===== config.mk =====
export PLATFORM = sky130hd
export DESIGN_NAME = pdcfg_regs
export DESIGN_NICKNAME = d
export VERILOG_FILES = /design/src/shared/pdcfg_pkg.sv /design/src/logic/pdcfg_regs.sv /design/src/logic/pdcfg_byte_port.sv
export SDC_FILE = /design/constraint.sdc
export NUM_CORES = 1
export LEC_CHECK = 0
export ABC_CLOCK_PERIOD_IN_PS = 6200
export BUFFER_PORTS_ARGS = -buffer_cell sky130_fd_sc_hd__clkbuf_2
export CAP_MARGIN = 5
export CORE_UTILIZATION = 35
export CTS_CLUSTER_SIZE = 20
export DETAILED_ROUTE_END_ITERATION = 8
export SKIP_LAST_GASP = 1
export SYNTH_ARGS = -nofsm -noshare
export SYNTH_HDL_FRONTEND = slang
export SYNTH_HIERARCHICAL = 1
export SYNTH_SLANG_ARGS = --single-unit

===== constraint.sdc =====
create_clock -name core_clk_i -period 6.2 [get_ports core_clk_i]
set_input_delay 0.93 -clock core_clk_i [delete_from_list [all_inputs] [get_ports core_clk_i]]
set_output_delay 0.93 -clock core_clk_i [all_outputs]
set_load 0.01 [all_outputs]

===== src/shared/pdcfg_pkg.sv =====
// Shared constants and carriers for the port status and configuration registers
package pdcfg_pkg;
    // Register offsets
    localparam logic [7:0] PDCFG_OFS_PATH = 8'h26;
    localparam logic [7:0] PDCFG_OFS_HWCFG = 8'h28;
    localparam logic [7:0] PDCFG_OFS_POLICY = 8'h29;
    // Register lengths in bytes
    localparam logic [7:0] PDCFG_LEN_PATH = 8'h05;
    localparam logic [7:0] PDCFG_LEN_HWCFG = 8'h11;
    localparam logic [7:0] PDCFG_LEN_POLICY = 8'h04;
    // Reset values
    localparam logic [135:0] PDCFG_HWCFG_RESET = 136'h01220002;
    localparam logic [31:0] PDCFG_POLICY_RESET = 32'h00815152;
    // Power path status field positions
    localparam int PDCFG_PP_SRC_LSB = 38;
    localparam int PDCFG_PP_CABLE_OC_BIT = 34;
    localparam int PDCFG_PP_INT5V_OC_BIT = 28;
    localparam int PDCFG_EXTERNAL_PATH_SWITCH_LSB = 12;
    localparam int PDCFG_PP_INT5V_LSB = 6;
    localparam int PDCFG_PP_CABLE_LSB = 0;
    // Power source and switch state codes
    localparam logic [1:0] PDCFG_SRC_LOWV = 2'h1;
    localparam logic [1:0] PDCFG_SRC_VBUS = 2'h2;
    localparam logic [2:0] PDCFG_SW_OFF = 3'h0;
    localparam logic [2:0] PDCFG_SW_FAULT = 3'h1;
    localparam logic [2:0] PDCFG_SW_OUT = 3'h2;
    localparam logic [2:0] PDCFG_SW_IN = 3'h3;
    localparam logic [1:0] PDCFG_CABLE_OFF = 2'h0;
    localparam logic [1:0] PDCFG_CABLE_DIS = 2'h1;
    localparam logic [1:0] PDCFG_CABLE_CC1 = 2'h2;
    localparam logic [1:0] PDCFG_CABLE_CC2 = 2'h3;
    // Hardware configuration field positions
    localparam int PDCFG_HC_CURMARGIN_LSB = 29;
    localparam int PDCFG_HC_SRCUVP_LSB = 27;
    localparam int PDCFG_HC_SINKMARGIN_LSB = 24;
    localparam int PDCFG_HC_OVP5V_LSB = 20;
    localparam int PDCFG_HC_OVPSCALE_LSB = 16;
    localparam int PDCFG_HC_PDDIS_BIT = 10;
    localparam int PDCFG_HC_TRY_LSB = 8;
    localparam int PDCFG_HC_SM_LSB = 0;
    // Policy control field positions
    localparam int PDCFG_PC_DETECT_LSB = 30;
    localparam int PDCFG_PC_EMUL_LSB = 26;
    localparam int PDCFG_PC_CURMON_BIT = 20;
    localparam int PDCFG_PC_UNCON_BIT = 19;
    localparam int PDCFG_PC_INIT_DFP_BIT = 15;
    localparam int PDCFG_PC_ACC_DFP_BIT = 14;
    localparam int PDCFG_PC_INIT_UFP_BIT = 13;
    localparam int PDCFG_PC_ACC_UFP_BIT = 12;
    // Decode tables, indexed by field code
    localparam logic [11:0] PDCFG_CUR_MARGIN_MA [0:3] = '{12'h019, 12'h032, 12'h04b, 12'hb54};
    localparam logic [6:0] PDCFG_SRC_UVP_PCT [0:3] = '{7'h5a, 7'h58, 7'h5c, 7'h00};
    localparam logic [6:0] PDCFG_SINK_MARGIN_PCT [0:7] =
        '{7'h05, 7'h0a, 7'h0f, 7'h14, 7'h19, 7'h1e, 7'h28, 7'h32};
    localparam logic [9:0] PDCFG_OVP5V_10MV [0:3] = '{10'h20d, 10'h226, 10'h244, 10'h262};
    localparam logic [6:0] PDCFG_OVP_SCALE_PCT [0:3] = '{7'h64, 7'h69, 7'h6f, 7'h72};
    // Disconnect hold before new settings are applied
    localparam int PDCFG_CLK_PERIOD_NS = 20;
    localparam int PDCFG_DISC_TIME_NS = 1000;
    localparam int PDCFG_DISC_CYCLES = PDCFG_DISC_TIME_NS / PDCFG_CLK_PERIOD_NS;

    typedef struct packed {
        logic dead_battery;
        logic vbus_powered;
        logic cable_oc;
        logic cable_en;
        logic cable_cc2;
        logic cable_fault;
        logic int5v_oc;
        logic int5v_en;
        logic int5v_fault;
        logic ext_en;
        logic ext_input;
        logic ext_fault;
    } pdcfg_path_in_t;

    typedef struct packed {
        logic [1:0] cur_margin_code;
        logic [11:0] cur_margin_ma;
        logic cur_fixed_limit;
        logic [6:0] src_uvp_pct;
        logic [6:0] sink_margin_pct;
        logic [9:0] ovp5v_10mv;
        logic [6:0] ovp_scale_pct;
        logic pd_disable;
        logic try_src;
        logic try_snk;
        logic [1:0] typec_sm;
    } pdcfg_hwcfg_t;

    typedef struct packed {
        logic detect_bc12;
        logic detect_proprietary;
        logic emul_cdp;
        logic emul_dcp;
        logic emul_auto1;
        logic emul_auto2;
        logic current_monitor;
        logic stay_active;
        logic unconstrained_power;
        logic pr_swap_auto_block;
        logic init_swap_to_dfp;
        logic accept_swap_to_dfp;
        logic init_swap_to_ufp;
        logic accept_swap_to_ufp;
    } pdcfg_policy_t;

    typedef enum logic [1:0] {
        PDCFG_BP_ADDR = 2'b00,
        PDCFG_BP_COUNT = 2'b01,
        PDCFG_BP_DATA = 2'b10
    } pdcfg_bp_state_t;

    typedef enum logic [1:0] {
        PDCFG_RC_IDLE = 2'b00,
        PDCFG_RC_DISC = 2'b01,
        PDCFG_RC_APPLY = 2'b10
    } pdcfg_rc_state_t;
endpackage : pdcfg_pkg


===== src/logic/pdcfg_regs.sv =====
// Port power path status, hardware configuration and policy control registers
// Summary of operation
// - Power source field bits 39-38: 1h low-voltage input, 2h bus voltage.
// - Dead-battery set forces bus-voltage code in power source field.
// - Bit 34 shows cable-connector switch overcurrent while present.
// - Bit 28 shows internal five volt switch overcurrent while present.
// - Bits 14-12: external path off, fault, output, input.
// - Bits 8-6: internal five volt switch off, fault, output.
// - Bits 1-0: cable switch off, disabled, on CC1, on CC2.
// - Any hardware configuration change disconnects then reconnects port with new settings.
// - Variable-contract current limit: plus 25, 50, 75 mA or fixed 2900 mA.
// - Variable-contract source undervoltage threshold 90, 88, 92 percent.
// - Sink disconnect margin code picks 5 to 50 percent, reset 1h.
// - Five volt overvoltage limit 5.25 to 6.1 V, reset 2h.
// - Overvoltage trip scale 100, 105, 111, 114 percent, reset 2h.
// - Configuration bit 10 disables power delivery on the port.
// - Bits 9-8 select no optional state, Try.SRC or Try.SNK.
// - Bits 1-0 pick default state machine, reset dual-role.
// - Policy control writes act only when the policy next runs.
// - Bits 31-30 select legacy charger detection types.
// - Bits 28-26 select legacy charger emulation mode.
// - Bit 20 enables current monitoring and keeps active power mode.
// - Bit 19 advertises unconstrained power; falling edge blocks own role swap.
// - Bits 15,13 initiate data-role swaps; bits 14,12 accept them.
// - Dead-battery boot flag set when booted in dead-battery mode.
`timescale 1ns/1ps
module pdcfg_regs #(
    parameter int DISC_CYCLES = pdcfg_pkg::PDCFG_DISC_CYCLES // Disconnect hold, cycles
) (
    input wire logic core_clk_i,                       // Core clock, 50 MHz
    input wire logic reset_n_i,                        // Async reset, active low
    input wire logic frame_start_i,                    // Host frame begins
    input wire logic frame_end_i,                      // Host write frame ends
    input wire logic wr_valid_i,                       // Host byte present
    input wire logic [7:0] wr_data_i,                  // Host byte
    input wire logic rd_req_i,                         // Host asks for a byte
    output logic [7:0] rd_data_o,                      // Byte read back
    output logic rd_valid_o,                           // Read byte valid pulse
    input wire pdcfg_pkg::pdcfg_path_in_t path_i,      // Live power path state
    input wire logic policy_invoke_i,                  // Policy runs now
    output logic boot_dead_battery_o,                  // Dead-battery boot flag
    output logic port_disconnect_o,                    // Port held disconnected
    output logic port_reconnect_o,                     // Reconnect pulse
    output pdcfg_pkg::pdcfg_hwcfg_t hwcfg_o,           // Applied hardware settings
    output pdcfg_pkg::pdcfg_policy_t policy_o          // Applied policy settings
);
    import pdcfg_pkg::*;

    localparam logic [7:0] DISC_LAST = 8'(DISC_CYCLES - 1);

    logic [7:0] addr;
    logic wr_stb;
    logic [7:0] wr_idx;
    logic rd_stb;
    logic [7:0] rd_idx;

    logic [39:0] path_reg;
    logic [135:0] hwcfg_reg;
    logic [31:0] policy_reg;
    logic hwcfg_dirty;
    logic boot_seen;
    logic [31:0] hc_applied;
    pdcfg_rc_state_t rc_state;
    logic [7:0] disc_cnt;

    pdcfg_byte_port u_byte_port (
        .core_clk_i(core_clk_i),
        .reset_n_i(reset_n_i),
        .frame_start_i(frame_start_i),
        .wr_valid_i(wr_valid_i),
        .wr_data_i(wr_data_i),
        .rd_req_i(rd_req_i),
        .addr_o(addr),
        .wr_stb_o(wr_stb),
        .wr_idx_o(wr_idx),
        .rd_stb_o(rd_stb),
        .rd_idx_o(rd_idx)
    );

    // Address decode
    wire sel_path = (addr == PDCFG_OFS_PATH);
    wire sel_hwcfg = (addr == PDCFG_OFS_HWCFG);
    wire sel_policy = (addr == PDCFG_OFS_POLICY);
    wire hwcfg_wr = wr_stb && sel_hwcfg && (wr_idx < PDCFG_LEN_HWCFG);
    wire policy_wr = wr_stb && sel_policy && (wr_idx < PDCFG_LEN_POLICY);
    wire [7:0] hwcfg_old = hwcfg_reg[wr_idx * 8 +: 8];

    wire next_boot_db = boot_seen ? boot_dead_battery_o : path_i.dead_battery;

    wire [1:0] src_code = (boot_dead_battery_o || path_i.vbus_powered) ?
        PDCFG_SRC_VBUS : PDCFG_SRC_LOWV;
    wire [2:0] ext_code = path_i.ext_fault ? PDCFG_SW_FAULT :
        !path_i.ext_en ? PDCFG_SW_OFF :
        path_i.ext_input ? PDCFG_SW_IN : PDCFG_SW_OUT;
    wire [2:0] int_code = path_i.int5v_fault ? PDCFG_SW_FAULT :
        path_i.int5v_en ? PDCFG_SW_OUT : PDCFG_SW_OFF;
    wire [1:0] cable_code = path_i.cable_fault ? PDCFG_CABLE_DIS :
        !path_i.cable_en ? PDCFG_CABLE_OFF :
        path_i.cable_cc2 ? PDCFG_CABLE_CC2 : PDCFG_CABLE_CC1;

    logic [39:0] next_path;
    always_comb
    begin
        next_path = 40'h0;
        next_path[PDCFG_PP_SRC_LSB +: 2] = src_code;
        next_path[PDCFG_PP_CABLE_OC_BIT] = path_i.cable_oc;
        next_path[PDCFG_PP_INT5V_OC_BIT] = path_i.int5v_oc;
        next_path[PDCFG_EXTERNAL_PATH_SWITCH_LSB +: 3] = ext_code;
        next_path[PDCFG_PP_INT5V_LSB +: 3] = int_code;
        next_path[PDCFG_PP_CABLE_LSB +: 2] = cable_code;
    end

    // Read selection, index 0 returns length
    wire [7:0] rd_len = sel_path ? PDCFG_LEN_PATH : sel_hwcfg ? PDCFG_LEN_HWCFG :
        sel_policy ? PDCFG_LEN_POLICY : 8'h00;
    wire [7:0] rd_byte_idx = rd_idx - 8'h01;
    wire rd_in_range = (rd_idx != 8'h00) && (rd_byte_idx < rd_len);
    wire [7:0] rd_sel = sel_path ? path_reg[rd_byte_idx[2:0] * 8 +: 8] :
        sel_hwcfg ? hwcfg_reg[rd_byte_idx[4:0] * 8 +: 8] :
        policy_reg[rd_byte_idx[1:0] * 8 +: 8];
    wire [7:0] next_rd_data = (rd_idx == 8'h00) ? rd_len : (rd_in_range ? rd_sel : 8'h00);

    always_ff @(posedge core_clk_i or negedge reset_n_i)
    begin
        if (!reset_n_i)
        begin
            boot_seen <= 1'b0;
            boot_dead_battery_o <= 1'b0;
            path_reg <= 40'h0;
            rd_data_o <= 8'h00;
            rd_valid_o <= 1'b0;
        end
        else
        begin
            boot_seen <= 1'b1;
            boot_dead_battery_o <= next_boot_db;
            path_reg <= next_path;
            rd_valid_o <= rd_stb;
            if (rd_stb)
            begin
                rd_data_o <= next_rd_data;
            end
        end
    end

    // Hardware configuration storage and change detection
    always_ff @(posedge core_clk_i or negedge reset_n_i)
    begin
        if (!reset_n_i)
        begin
            hwcfg_reg <= PDCFG_HWCFG_RESET;
            hwcfg_dirty <= 1'b0;
        end
        else
        begin
            if (hwcfg_wr)
            begin
                hwcfg_reg[wr_idx * 8 +: 8] <= wr_data_i;
            end
            if (hwcfg_wr && hwcfg_old != wr_data_i)
            begin
                hwcfg_dirty <= 1'b1;
            end
            else if (frame_end_i)
            begin
                hwcfg_dirty <= 1'b0;
            end
        end
    end

    wire reconnect_req = frame_end_i && (hwcfg_dirty || (hwcfg_wr && hwcfg_old != wr_data_i));

    always_ff @(posedge core_clk_i or negedge reset_n_i)
    begin
        if (!reset_n_i)
        begin
            rc_state <= PDCFG_RC_IDLE;
            disc_cnt <= 8'h00;
            hc_applied <= PDCFG_HWCFG_RESET[31:0];
            port_disconnect_o <= 1'b0;
            port_reconnect_o <= 1'b0;
        end
        else
        begin
            port_reconnect_o <= 1'b0;
            if (reconnect_req)
            begin
                rc_state <= PDCFG_RC_DISC;
                disc_cnt <= 8'h00;
                port_disconnect_o <= 1'b1;
            end
            else
            begin
                unique case (rc_state)
                    PDCFG_RC_IDLE:
                    begin
                        port_disconnect_o <= 1'b0;
                    end
                    PDCFG_RC_DISC:
                    begin
                        disc_cnt <= disc_cnt + 8'h01;
                        if (disc_cnt == DISC_LAST)
                        begin
                            rc_state <= PDCFG_RC_APPLY;
                        end
                    end
                    PDCFG_RC_APPLY:
                    begin
                        hc_applied <= hwcfg_reg[31:0];
                        port_disconnect_o <= 1'b0;
                        port_reconnect_o <= 1'b1;
                        rc_state <= PDCFG_RC_IDLE;
                    end
                    default:
                    begin
                        rc_state <= PDCFG_RC_IDLE;
                    end
                endcase
            end
        end
    end

    // Applied hardware field codes
    wire [1:0] hc_cur = hc_applied[PDCFG_HC_CURMARGIN_LSB +: 2];
    wire [1:0] hc_uvp = hc_applied[PDCFG_HC_SRCUVP_LSB +: 2];
    wire [2:0] hc_sink = hc_applied[PDCFG_HC_SINKMARGIN_LSB +: 3];
    wire [1:0] hc_ovp5 = hc_applied[PDCFG_HC_OVP5V_LSB +: 2];
    wire [1:0] hc_ovps = hc_applied[PDCFG_HC_OVPSCALE_LSB +: 2];
    wire [1:0] hc_try = hc_applied[PDCFG_HC_TRY_LSB +: 2];

    assign hwcfg_o.cur_margin_code = hc_cur;
    assign hwcfg_o.cur_margin_ma = PDCFG_CUR_MARGIN_MA[hc_cur];
    assign hwcfg_o.cur_fixed_limit = (hc_cur == 2'h3);
    // source undervoltage, reserved code gives zero
    assign hwcfg_o.src_uvp_pct = PDCFG_SRC_UVP_PCT[hc_uvp];
    assign hwcfg_o.sink_margin_pct = PDCFG_SINK_MARGIN_PCT[hc_sink];
    assign hwcfg_o.ovp5v_10mv = PDCFG_OVP5V_10MV[hc_ovp5];
    assign hwcfg_o.ovp_scale_pct = PDCFG_OVP_SCALE_PCT[hc_ovps];
    assign hwcfg_o.pd_disable = hc_applied[PDCFG_HC_PDDIS_BIT];
    assign hwcfg_o.try_src = (hc_try == 2'h1);
    assign hwcfg_o.try_snk = (hc_try == 2'h2);
    assign hwcfg_o.typec_sm = hc_applied[PDCFG_HC_SM_LSB +: 2];

    // Policy control storage and deferred application
    logic [31:0] pc_applied;
    logic pr_block;
    wire uncon_new = policy_reg[PDCFG_PC_UNCON_BIT];
    wire uncon_old = pc_applied[PDCFG_PC_UNCON_BIT];

    always_ff @(posedge core_clk_i or negedge reset_n_i)
    begin
        if (!reset_n_i)
        begin
            policy_reg <= PDCFG_POLICY_RESET;
            pc_applied <= PDCFG_POLICY_RESET;
            pr_block <= 1'b0;
        end
        else
        begin
            if (policy_wr)
            begin
                policy_reg[wr_idx[1:0] * 8 +: 8] <= wr_data_i;
            end
            // takes effect on next policy run
            if (policy_invoke_i)
            begin
                pc_applied <= policy_reg;
                if (uncon_old && !uncon_new)
                begin
                    pr_block <= 1'b1;
                end
                else if (uncon_new)
                begin
                    pr_block <= 1'b0;
                end
            end
        end
    end

    wire [1:0] pc_det = pc_applied[PDCFG_PC_DETECT_LSB +: 2];
    wire [2:0] pc_emu = pc_applied[PDCFG_PC_EMUL_LSB +: 3];

    // charger detection, reserved code detects none
    assign policy_o.detect_bc12 = (pc_det == 2'h1) || (pc_det == 2'h3);
    assign policy_o.detect_proprietary = (pc_det == 2'h3);
    // charger emulation, reserved codes emulate none
    assign policy_o.emul_cdp = (pc_emu == 3'h1);
    assign policy_o.emul_dcp = (pc_emu == 3'h2);
    assign policy_o.emul_auto1 = (pc_emu == 3'h5);
    assign policy_o.emul_auto2 = (pc_emu == 3'h6);
    assign policy_o.current_monitor = pc_applied[PDCFG_PC_CURMON_BIT];
    assign policy_o.stay_active = pc_applied[PDCFG_PC_CURMON_BIT];
    assign policy_o.unconstrained_power = uncon_old;
    assign policy_o.pr_swap_auto_block = pr_block;
    assign policy_o.init_swap_to_dfp = pc_applied[PDCFG_PC_INIT_DFP_BIT];
    assign policy_o.accept_swap_to_dfp = pc_applied[PDCFG_PC_ACC_DFP_BIT];
    assign policy_o.init_swap_to_ufp = pc_applied[PDCFG_PC_INIT_UFP_BIT];
    assign policy_o.accept_swap_to_ufp = pc_applied[PDCFG_PC_ACC_UFP_BIT];
endmodule : pdcfg_regs


===== src/logic/pdcfg_byte_port.sv =====
// Byte framing of host register accesses: address, count, then data bytes
`timescale 1ns/1ps
module pdcfg_byte_port (
    input wire logic core_clk_i,        // Core clock
    input wire logic reset_n_i,         // Async reset, active low
    input wire logic frame_start_i,     // New frame begins
    input wire logic wr_valid_i,        // Host byte present
    input wire logic [7:0] wr_data_i,   // Host byte
    input wire logic rd_req_i,          // Host asks for next byte
    output logic [7:0] addr_o,          // Register offset of frame
    output logic wr_stb_o,              // Data byte write strobe
    output logic [7:0] wr_idx_o,        // Data byte index
    output logic rd_stb_o,              // Read byte strobe
    output logic [7:0] rd_idx_o         // Read index, 0 is length
);
    import pdcfg_pkg::*;

    pdcfg_bp_state_t state;
    logic [7:0] count;
    logic [7:0] wr_idx;
    logic [7:0] rd_idx;
    wire take_byte = wr_valid_i && !frame_start_i;
    wire data_ok = (state == PDCFG_BP_DATA) && (wr_idx < count);

    assign wr_stb_o = take_byte && data_ok;
    assign wr_idx_o = wr_idx;
    assign rd_stb_o = rd_req_i && !frame_start_i;
    assign rd_idx_o = rd_idx;

    always_ff @(posedge core_clk_i or negedge reset_n_i)
    begin
        if (!reset_n_i)
        begin
            state <= PDCFG_BP_ADDR;
            addr_o <= 8'h00;
            count <= 8'h00;
            wr_idx <= 8'h00;
            rd_idx <= 8'h00;
        end
        else if (frame_start_i)
        begin
            state <= PDCFG_BP_ADDR;
            wr_idx <= 8'h00;
            rd_idx <= 8'h00;
        end
        else
        begin
            if (take_byte)
            begin
                unique case (state)
                    PDCFG_BP_ADDR:
                    begin
                        addr_o <= wr_data_i;
                        state <= PDCFG_BP_COUNT;
                    end
                    PDCFG_BP_COUNT:
                    begin
                        count <= wr_data_i;
                        state <= PDCFG_BP_DATA;
                    end
                    PDCFG_BP_DATA:
                    begin
                        if (data_ok)
                        begin
                            wr_idx <= wr_idx + 8'h01;
                        end
                    end
                    default:
                    begin
                        state <= PDCFG_BP_ADDR;
                    end
                endcase
            end
            if (rd_stb_o && rd_idx != 8'hff)
            begin
                rd_idx <= rd_idx + 8'h01;
            end
        end
    end
endmodule : pdcfg_byte_port


* After elaboration in Yosys (flattened, before gate mapping)
Memories as Yosys holds them, arrays and structs flattened.
Index checks and enable logic that the tools add are counted.
W data, S select, Z words.
** Storage, ports and cells
- Memories kept :: 1
- Register bits after elaboration :: 302
- Logic and storage cells :: 165
- Input port bits :: 27
- Bits in read-only memories :: 56
- Output and inout port bits :: 77
** Cells by class
- $lt $le $gt $ge :: 9
- Muxes and demuxes :: 54
- Bitwise logic cells :: 7
- Eq/ne operators :: 22
- Reduce and logical (&&, ||, !) cells :: 38
- Shifts and indexed selects :: 8
- Add/subtract/negate cells :: 6
** Memory list
- (name not given) :: words 8, bits a word 7, read ports 1, clocked after memory_dff 0, write ports 0, RTL line pdcfg_regs.sv:236 : assign hwcfg_o.sink_margin_pct = PDCFG_SINK_MARGIN_PCT[hc_sink];
** Operators with widths (number)
- $bwmux W136 :: 1
- $shift A8 B34 Y136 const A :: 1
- $shiftx A136 B12 Y8 :: 1
- $shiftx A136 B9 Y8 :: 1
- $shiftx A8 B34 Y136 :: 1
- $mux W8 :: 12
- $mux W7 :: 6
- $shiftx A40 B7 Y8 :: 1
- $neg A11 Y34 :: 1
- $neg A5 Y34 :: 1
- $shift A8 B34 Y32 const A :: 1
- $shiftx A8 B34 Y32 :: 1
- $bwmux W32 :: 1
- $eq A8 B6 Y1 const B :: 4
- $shiftx A32 B6 Y8 :: 1
- $bmux W7 S2 :: 2
- $add A8 B1 Y8 const B :: 3
- $bmux W12 S2 :: 1
- $mux W12 :: 2
- $mux W2 :: 11
- $bmux W10 S2 :: 1
- $mux W10 :: 2
- $reduce_bool A2 Y1 :: 8
- $logic_and A1 B1 Y1 :: 13
- other kinds (32) :: 67

* Logic depth before layout (Yosys ltp)
- Word-level depth :: 10
- Gate-level depth with buffers :: 16
- Mapped depth without buffers :: 13

* Hierarchy
Netlist, hierarchy kept.
** Modules (own cells, without submodules)
- pdcfg_regs :: area an instance 13168.9 sq um, cells an instance 1115, seq. area each 5778.0 sq um, instances 1
- pdcfg_byte_port :: area an instance 1736.7 sq um, cells an instance 160, seq. area each 850.8 sq um, instances 1

* Least setup slack after synthesis
Ideal clock, no wire load.
- Kind :: register -> register
- From :: reg u_byte_port.rd_idx[0] (netlist: u_byte_port/rd_idx_o[0])
- To :: reg rd_data_o[6]
- Cell stages (with the launch flop) :: 13
- Slack :: 2.488 ns
- Setup time :: 0.125 ns
- Path buffers :: 5
- Arrival time :: 3.587 ns
- Cell sequence :: dfrtp_1 > buf_2 > buf_2 > buf_2 > inv_1 > ha_1 > clkbuf_1 > clkbuf_1 > mux4_2 > mux4_2 > a221oi_1 > nor3_1 > mux2_2
** On the way
- Word-level cells in the longest chain between the ends :: 6
- Elaborated cells on any way between the ends :: 12
- Classes of those cells :: add/sub (1); order compare (1); shift (3); mux (4); reduce/logical (3)
** RTL lines
- start, declared :: RTL line pdcfg_byte_port.sv:21 : logic [7:0] rd_idx;
- start signal, assigned :: RTL line pdcfg_byte_port.sv:76 : rd_idx <= rd_idx + 8'h01;
- $sub A8 B1 Y8 :: RTL line pdcfg_regs.sv:116 : wire [7:0] rd_byte_idx = rd_idx - 8'h01;
- $shiftx A136 B9 Y8 or $shiftx A32 B6 Y8 (tied branches) :: RTL line pdcfg_regs.sv:119, pdcfg_regs.sv:120
- $mux W8 :: RTL line pdcfg_regs.sv:119 : sel_hwcfg ? hwcfg_reg[rd_byte_idx[4:0] * 8 +: 8] :
- $mux W8 :: RTL line pdcfg_regs.sv:118 : wire [7:0] rd_sel = sel_path ? path_reg[rd_byte_idx[2:0] * 8 +: 8] :
- $mux W8 :: RTL line pdcfg_regs.sv:121 : wire [7:0] next_rd_data = (rd_idx == 8'h00) ? rd_len : (rd_in_range ? rd_sel : 8'h00);
- $mux W8 * :: RTL line pdcfg_regs.sv:121
- end signal, assigned :: RTL line pdcfg_regs.sv:141 : rd_data_o <= next_rd_data;
- end, declared :: RTL line pdcfg_regs.sv:37 : output logic [7:0] rd_data_o,
Every way passes the cells marked *; elsewhere a longest branch is shown, timed or not.
A chain may end at the register's enable or synchronous reset.

* Final worst setup path
- From :: reg u_byte_port.wr_idx[4] (netlist: u_byte_port/wr_idx_o[4])
- To :: reg hwcfg_reg[109]
** On the way
- Word-level cells in the longest chain between the ends :: 5
- Elaborated cells on any way between the ends :: 10
- Classes of those cells :: add/sub (1); order compare (2); shift (2); mux (1); reduce/logical (4)
** RTL lines
- start, declared :: RTL line pdcfg_byte_port.sv:20 : logic [7:0] wr_idx;
- start signal, assigned :: RTL line pdcfg_byte_port.sv:65 : wr_idx <= wr_idx + 8'h01;
- $lt A8 B8 Y1 :: RTL line pdcfg_byte_port.sv:23 : wire data_ok = (state == PDCFG_BP_DATA) && (wr_idx < count);
- $logic_and A1 B1 Y1 :: RTL line pdcfg_byte_port.sv:23
- $logic_and A1 B1 Y1 :: RTL line pdcfg_byte_port.sv:25 : assign wr_stb_o = take_byte && data_ok;
- named net wr_stb :: RTL line pdcfg_regs.sv:52 : logic wr_stb;
- $logic_and A1 B1 Y1 (2 in a row) :: RTL line pdcfg_regs.sv:84 : wire hwcfg_wr = wr_stb && sel_hwcfg && (wr_idx < PDCFG_LEN_HWCFG);
- end signal, assigned by index :: RTL line pdcfg_regs.sv:158 : hwcfg_reg[wr_idx * 8 +: 8] <= wr_data_i;
- end, declared :: RTL line pdcfg_regs.sv:58 : logic [135:0] hwcfg_reg;
The timed path passes the listed nets, and every way through them passes these cells.

==> results.py <==
metrics = {
    "clock_tree": {
        "cts_hold_buf": 0,
        "clk_pin_slew_worst_paths_ns": 0.06,
        "cts_sinks": 264,
        "htree_levels": 1,
        "cts-buffers-inserted": 30,
        "insertion_delay_ns": 0.57,
        "cts_tree": "built",
        "cts_resized": 0,
        "cts-root-buf": "clkbuf_16",
        "cts_post_setup_buffers_inserted": 0,
        "cts_buffer_depth": 3,
    },
    "outcome": {
        "status": "completed",
    },
    "detailed_routing": {
        "firstDrtPassIters": 5,
        "detail-route-antenna-nets": 0,
        "dr.first_iter.drc_count": 863,
        "wl_per_cell_um": 22.3,
        "drc": 0,
        "post_drt_via_cell_ratio": 5.66,
        "num_vias": 10600,
        "routed_wl_um": 41900,
    },
    "timing": {
        "timing.final.crit_period_ns": 4.70,
        "worst_slew_pin_slew_ns": 1.39,
        "finalCritPeriodShare_pct": 75.9,
        "setup_viol_count_final": 0,
        "grt_setup_unrepaired": "false",
        "setup_tns_ns": 0,
        "hold_viol": 0,
        "relSlewSlack_pct": 6.47,
        "slew_viol_final": 0,
        "skew_ns": 0.0239,
        "fmax_mhz": 213,
    },
    "final_layout": {
        "final_core_util_pct": 39.6,
        "fin_nets": 1369,
        "largest_register_ffs": 136,
        "final_cell_count_no_fill": 1877,
        "antenna_cells": 0,
        "finalInstanceArea_sq_um": 16600,
        "synthToLayoutAreaGrowth_pct": 11.5,
        "drive_above_1_share_pct": 32.7,
    },
    "setup_path": {
        "cp_slowest_cell": "dfrtp_1",
        "path_cells": "ha_1 > a211oi_2 > o21ai_2 > a21oi_1 > nor2b_1 > and4b_1 > nand3_1 > a21o_1 > nor4_1 > nor2b_1 > buf_4 > mux2_2",
        "cp.required_ns": 6.65,
        "critPathArrivalTime_ns": 5.15,
        "path_max_fanout": 24,
        "critPathBufInv": 1,
        "cp-startpoint": "u_byte_port/wr_idx_o[4]$_DFFE_PN0P_",
        "worstSetupPathType": "reg -> reg",
        "crit_top_cell": "nor2b_1",
        "start_kind": "flip-flop",
        "max_stage_delay_ns": 0.68,
        "crit_family": "simple AND/OR/NAND/NOR gates",
        "crit-reg2reg-launch": "u_byte_port/wr_idx_o[4]$_DFFE_PN0P_",
        "end_kind": "flip-flop",
    },
    "placement": {
        "dp_hpwl_um": 28700,
        "port-buffer-count": 92,
        "place_congestion": 0.881,
        "dp_cells": 1821,
        "placed_area_sq_um": 15600,
    },
    "synthesis": {
        "avgSynthCellArea_sq_um": 11.7,
        "synth_top_cell_by_area": "dfrtp_1",
        "synth_top_flop_cell": "dfrtp_1",
        "synth_seq_area_share_pct": 44.5,
        "synth_cell_types": 85,
        "async_flop_share_pct": 100,
        "synth-edff-count": 0,
        "synth_area_leaders": "dfrtp_1 (41%), mux4_2 (11%), mux2_2 (11%), nand2_1 (3.4%), dfstp_2 (3.2%)",
        "synth-seq-cells": 264,
        "synth_top_area_share_pct": 41.3,
        "synth_cells": 1275,
        "syn-cell-area_sq_um": 14900,
        "synth_warnings": 6,
    },
    "grt": {
        "grt_pass1_wl_um": 65500,
        "grt_antenna_before_repair": 0,
        "overflow": 0,
        "grt_max_degree": 154,
        "track_usage_pct": 19.4,
        "first_global_vias": 10700,
    },
    "die": {
        "rows": 75,
        "die_w_um": 208,
        "initial_core_util_pct": 35.5,
        "die_h_um": 208,
        "io_pins": 104,
        "design.core.area_sq_um": 41900,
        "dieArea_sq_um": 43400,
    },
    "power_and_ir_drop": {
        "power_mw": 4.29,
        "max-vdd-ir-drop_uv": 167,
        "p_leak_nw": 7.29,
        "powerDensity_nw_per_um2": 258,
    },
    "worst_hold_path": {
        "min-delay-path-class": "in -> async",
    },
    "run": {
        "maxCapViolations": 0,
    },
}
-- metal layers --
layer	up-vias	track usage [%]	wire length (um)	share of wire, %
met5	-	0	0	0
met4	0	7.71	1440	3.4
met3	87	2.96	2640	6.3
met2	368	31.2	19900	48
met1	5463	26.3	17900	43
li1	4712	-	-	-
-- cells in the final DEF (no fill, tap or decap), types with 5 or more instances in the layout --
cell type / count
a21oi_1: 22
a221o_1: 16
ha_1: 27
inv_1: 49
o22ai_1: 13
xor2_1: 8
dfstp_2: 18
xnor2_1: 12
conb_1: 12
nor3_1: 37
mux4_2: 76
nor2b_1: 13
buf_4: 14
clkbuf_8: 9
nand2_1: 136
and2_1: 19
clkbuf_2: 91
o41ai_1: 14
dfrtp_1: 243
a221oi_1: 7
nor2_2: 5
nand4_1: 11
mux2i_1: 24
nor3b_1: 7
a21o_1: 7
clkbuf_1: 6
nor2_1: 59
o21ai_0: 67
a211oi_1: 8
clkbuf_16: 31
nand3_1: 20
nand2b_1: 10
mux2_2: 139
-- power by group --
group	switching, mW	total, mW	internal [mW]	leakage [nW]
clock	0.731	1.88	1.14	0.516
sequential	0.0646	1.87	1.81	3.48
combinational	0.335	0.549	0.214	3.29
-- final timing paths --
kind	end	slack, ns	cells after the start
worst max register to register	hwcfg_reg[109]$_DFFE_PN0P_	1.50	12
worst min-delay path	pc_applied[19]$_DFFE_PN0P_	0.43	1
worst max-delay path	hwcfg_reg[109]$_DFFE_PN0P_	1.50	12
min in group core_clk_i	policy_reg[25]$_DFFE_PN0P_	0.48	2
max in group asynchronous	hwcfg_reg[31]$_DFFE_PN0P_	4.37	2
worst min register to register	policy_reg[25]$_DFFE_PN0P_	0.48	2
-- cell families after synthesis --
group,share of synthesized area [%]
multiplexers,24.0
adder cells (fa/ha/maj),2.35
XOR/XNOR,1.40
buffers and inverters,5.73
AO/OA/AOI/OAI,9.47
AND/OR/NAND/NOR,12.5
flip-flops,44.5
other,0.0504
-- per-stage QoR --
step | setup slack (ns) | hold slack [ns]
final | 1.50 | 0.433
after global routing | 1.15 | 0.470
after CTS | 1.52 | 0.460
after detailed placement | 1.56 | 0.471
after global placement | 1.67 | 0.459
after floorplan | 2.49 | 0.445
-- final cells by class --
class                           count  area, sq um
Fill cell                        3973        25300
Multi-Input combinational cell    861         7480
Sequential cell                   264         6630
Clock buffer                       46          922
Tap cell                          539          674
Timing Repair Buffer              107          596
Inverter                           50          188
Clock inverter                     10          134
-- synth_stat cells, drive strengths merged (11+ instances only) --
master / count
a221o: 16
xnor2: 14
nand4: 12
clkbuf: 42
mux2: 144
nor3: 41
nand3: 20
o21ai: 69
nor2: 64
ha: 28
mux2i: 24
nand2: 136
and2: 19
mux4: 76
dfstp: 18
nand2b: 11
dfrtp: 246
o22ai: 13
nor2b: 15
a21oi: 23
inv: 50
o41ai: 17
buf: 68
Power figures use the tool's default switching activity.
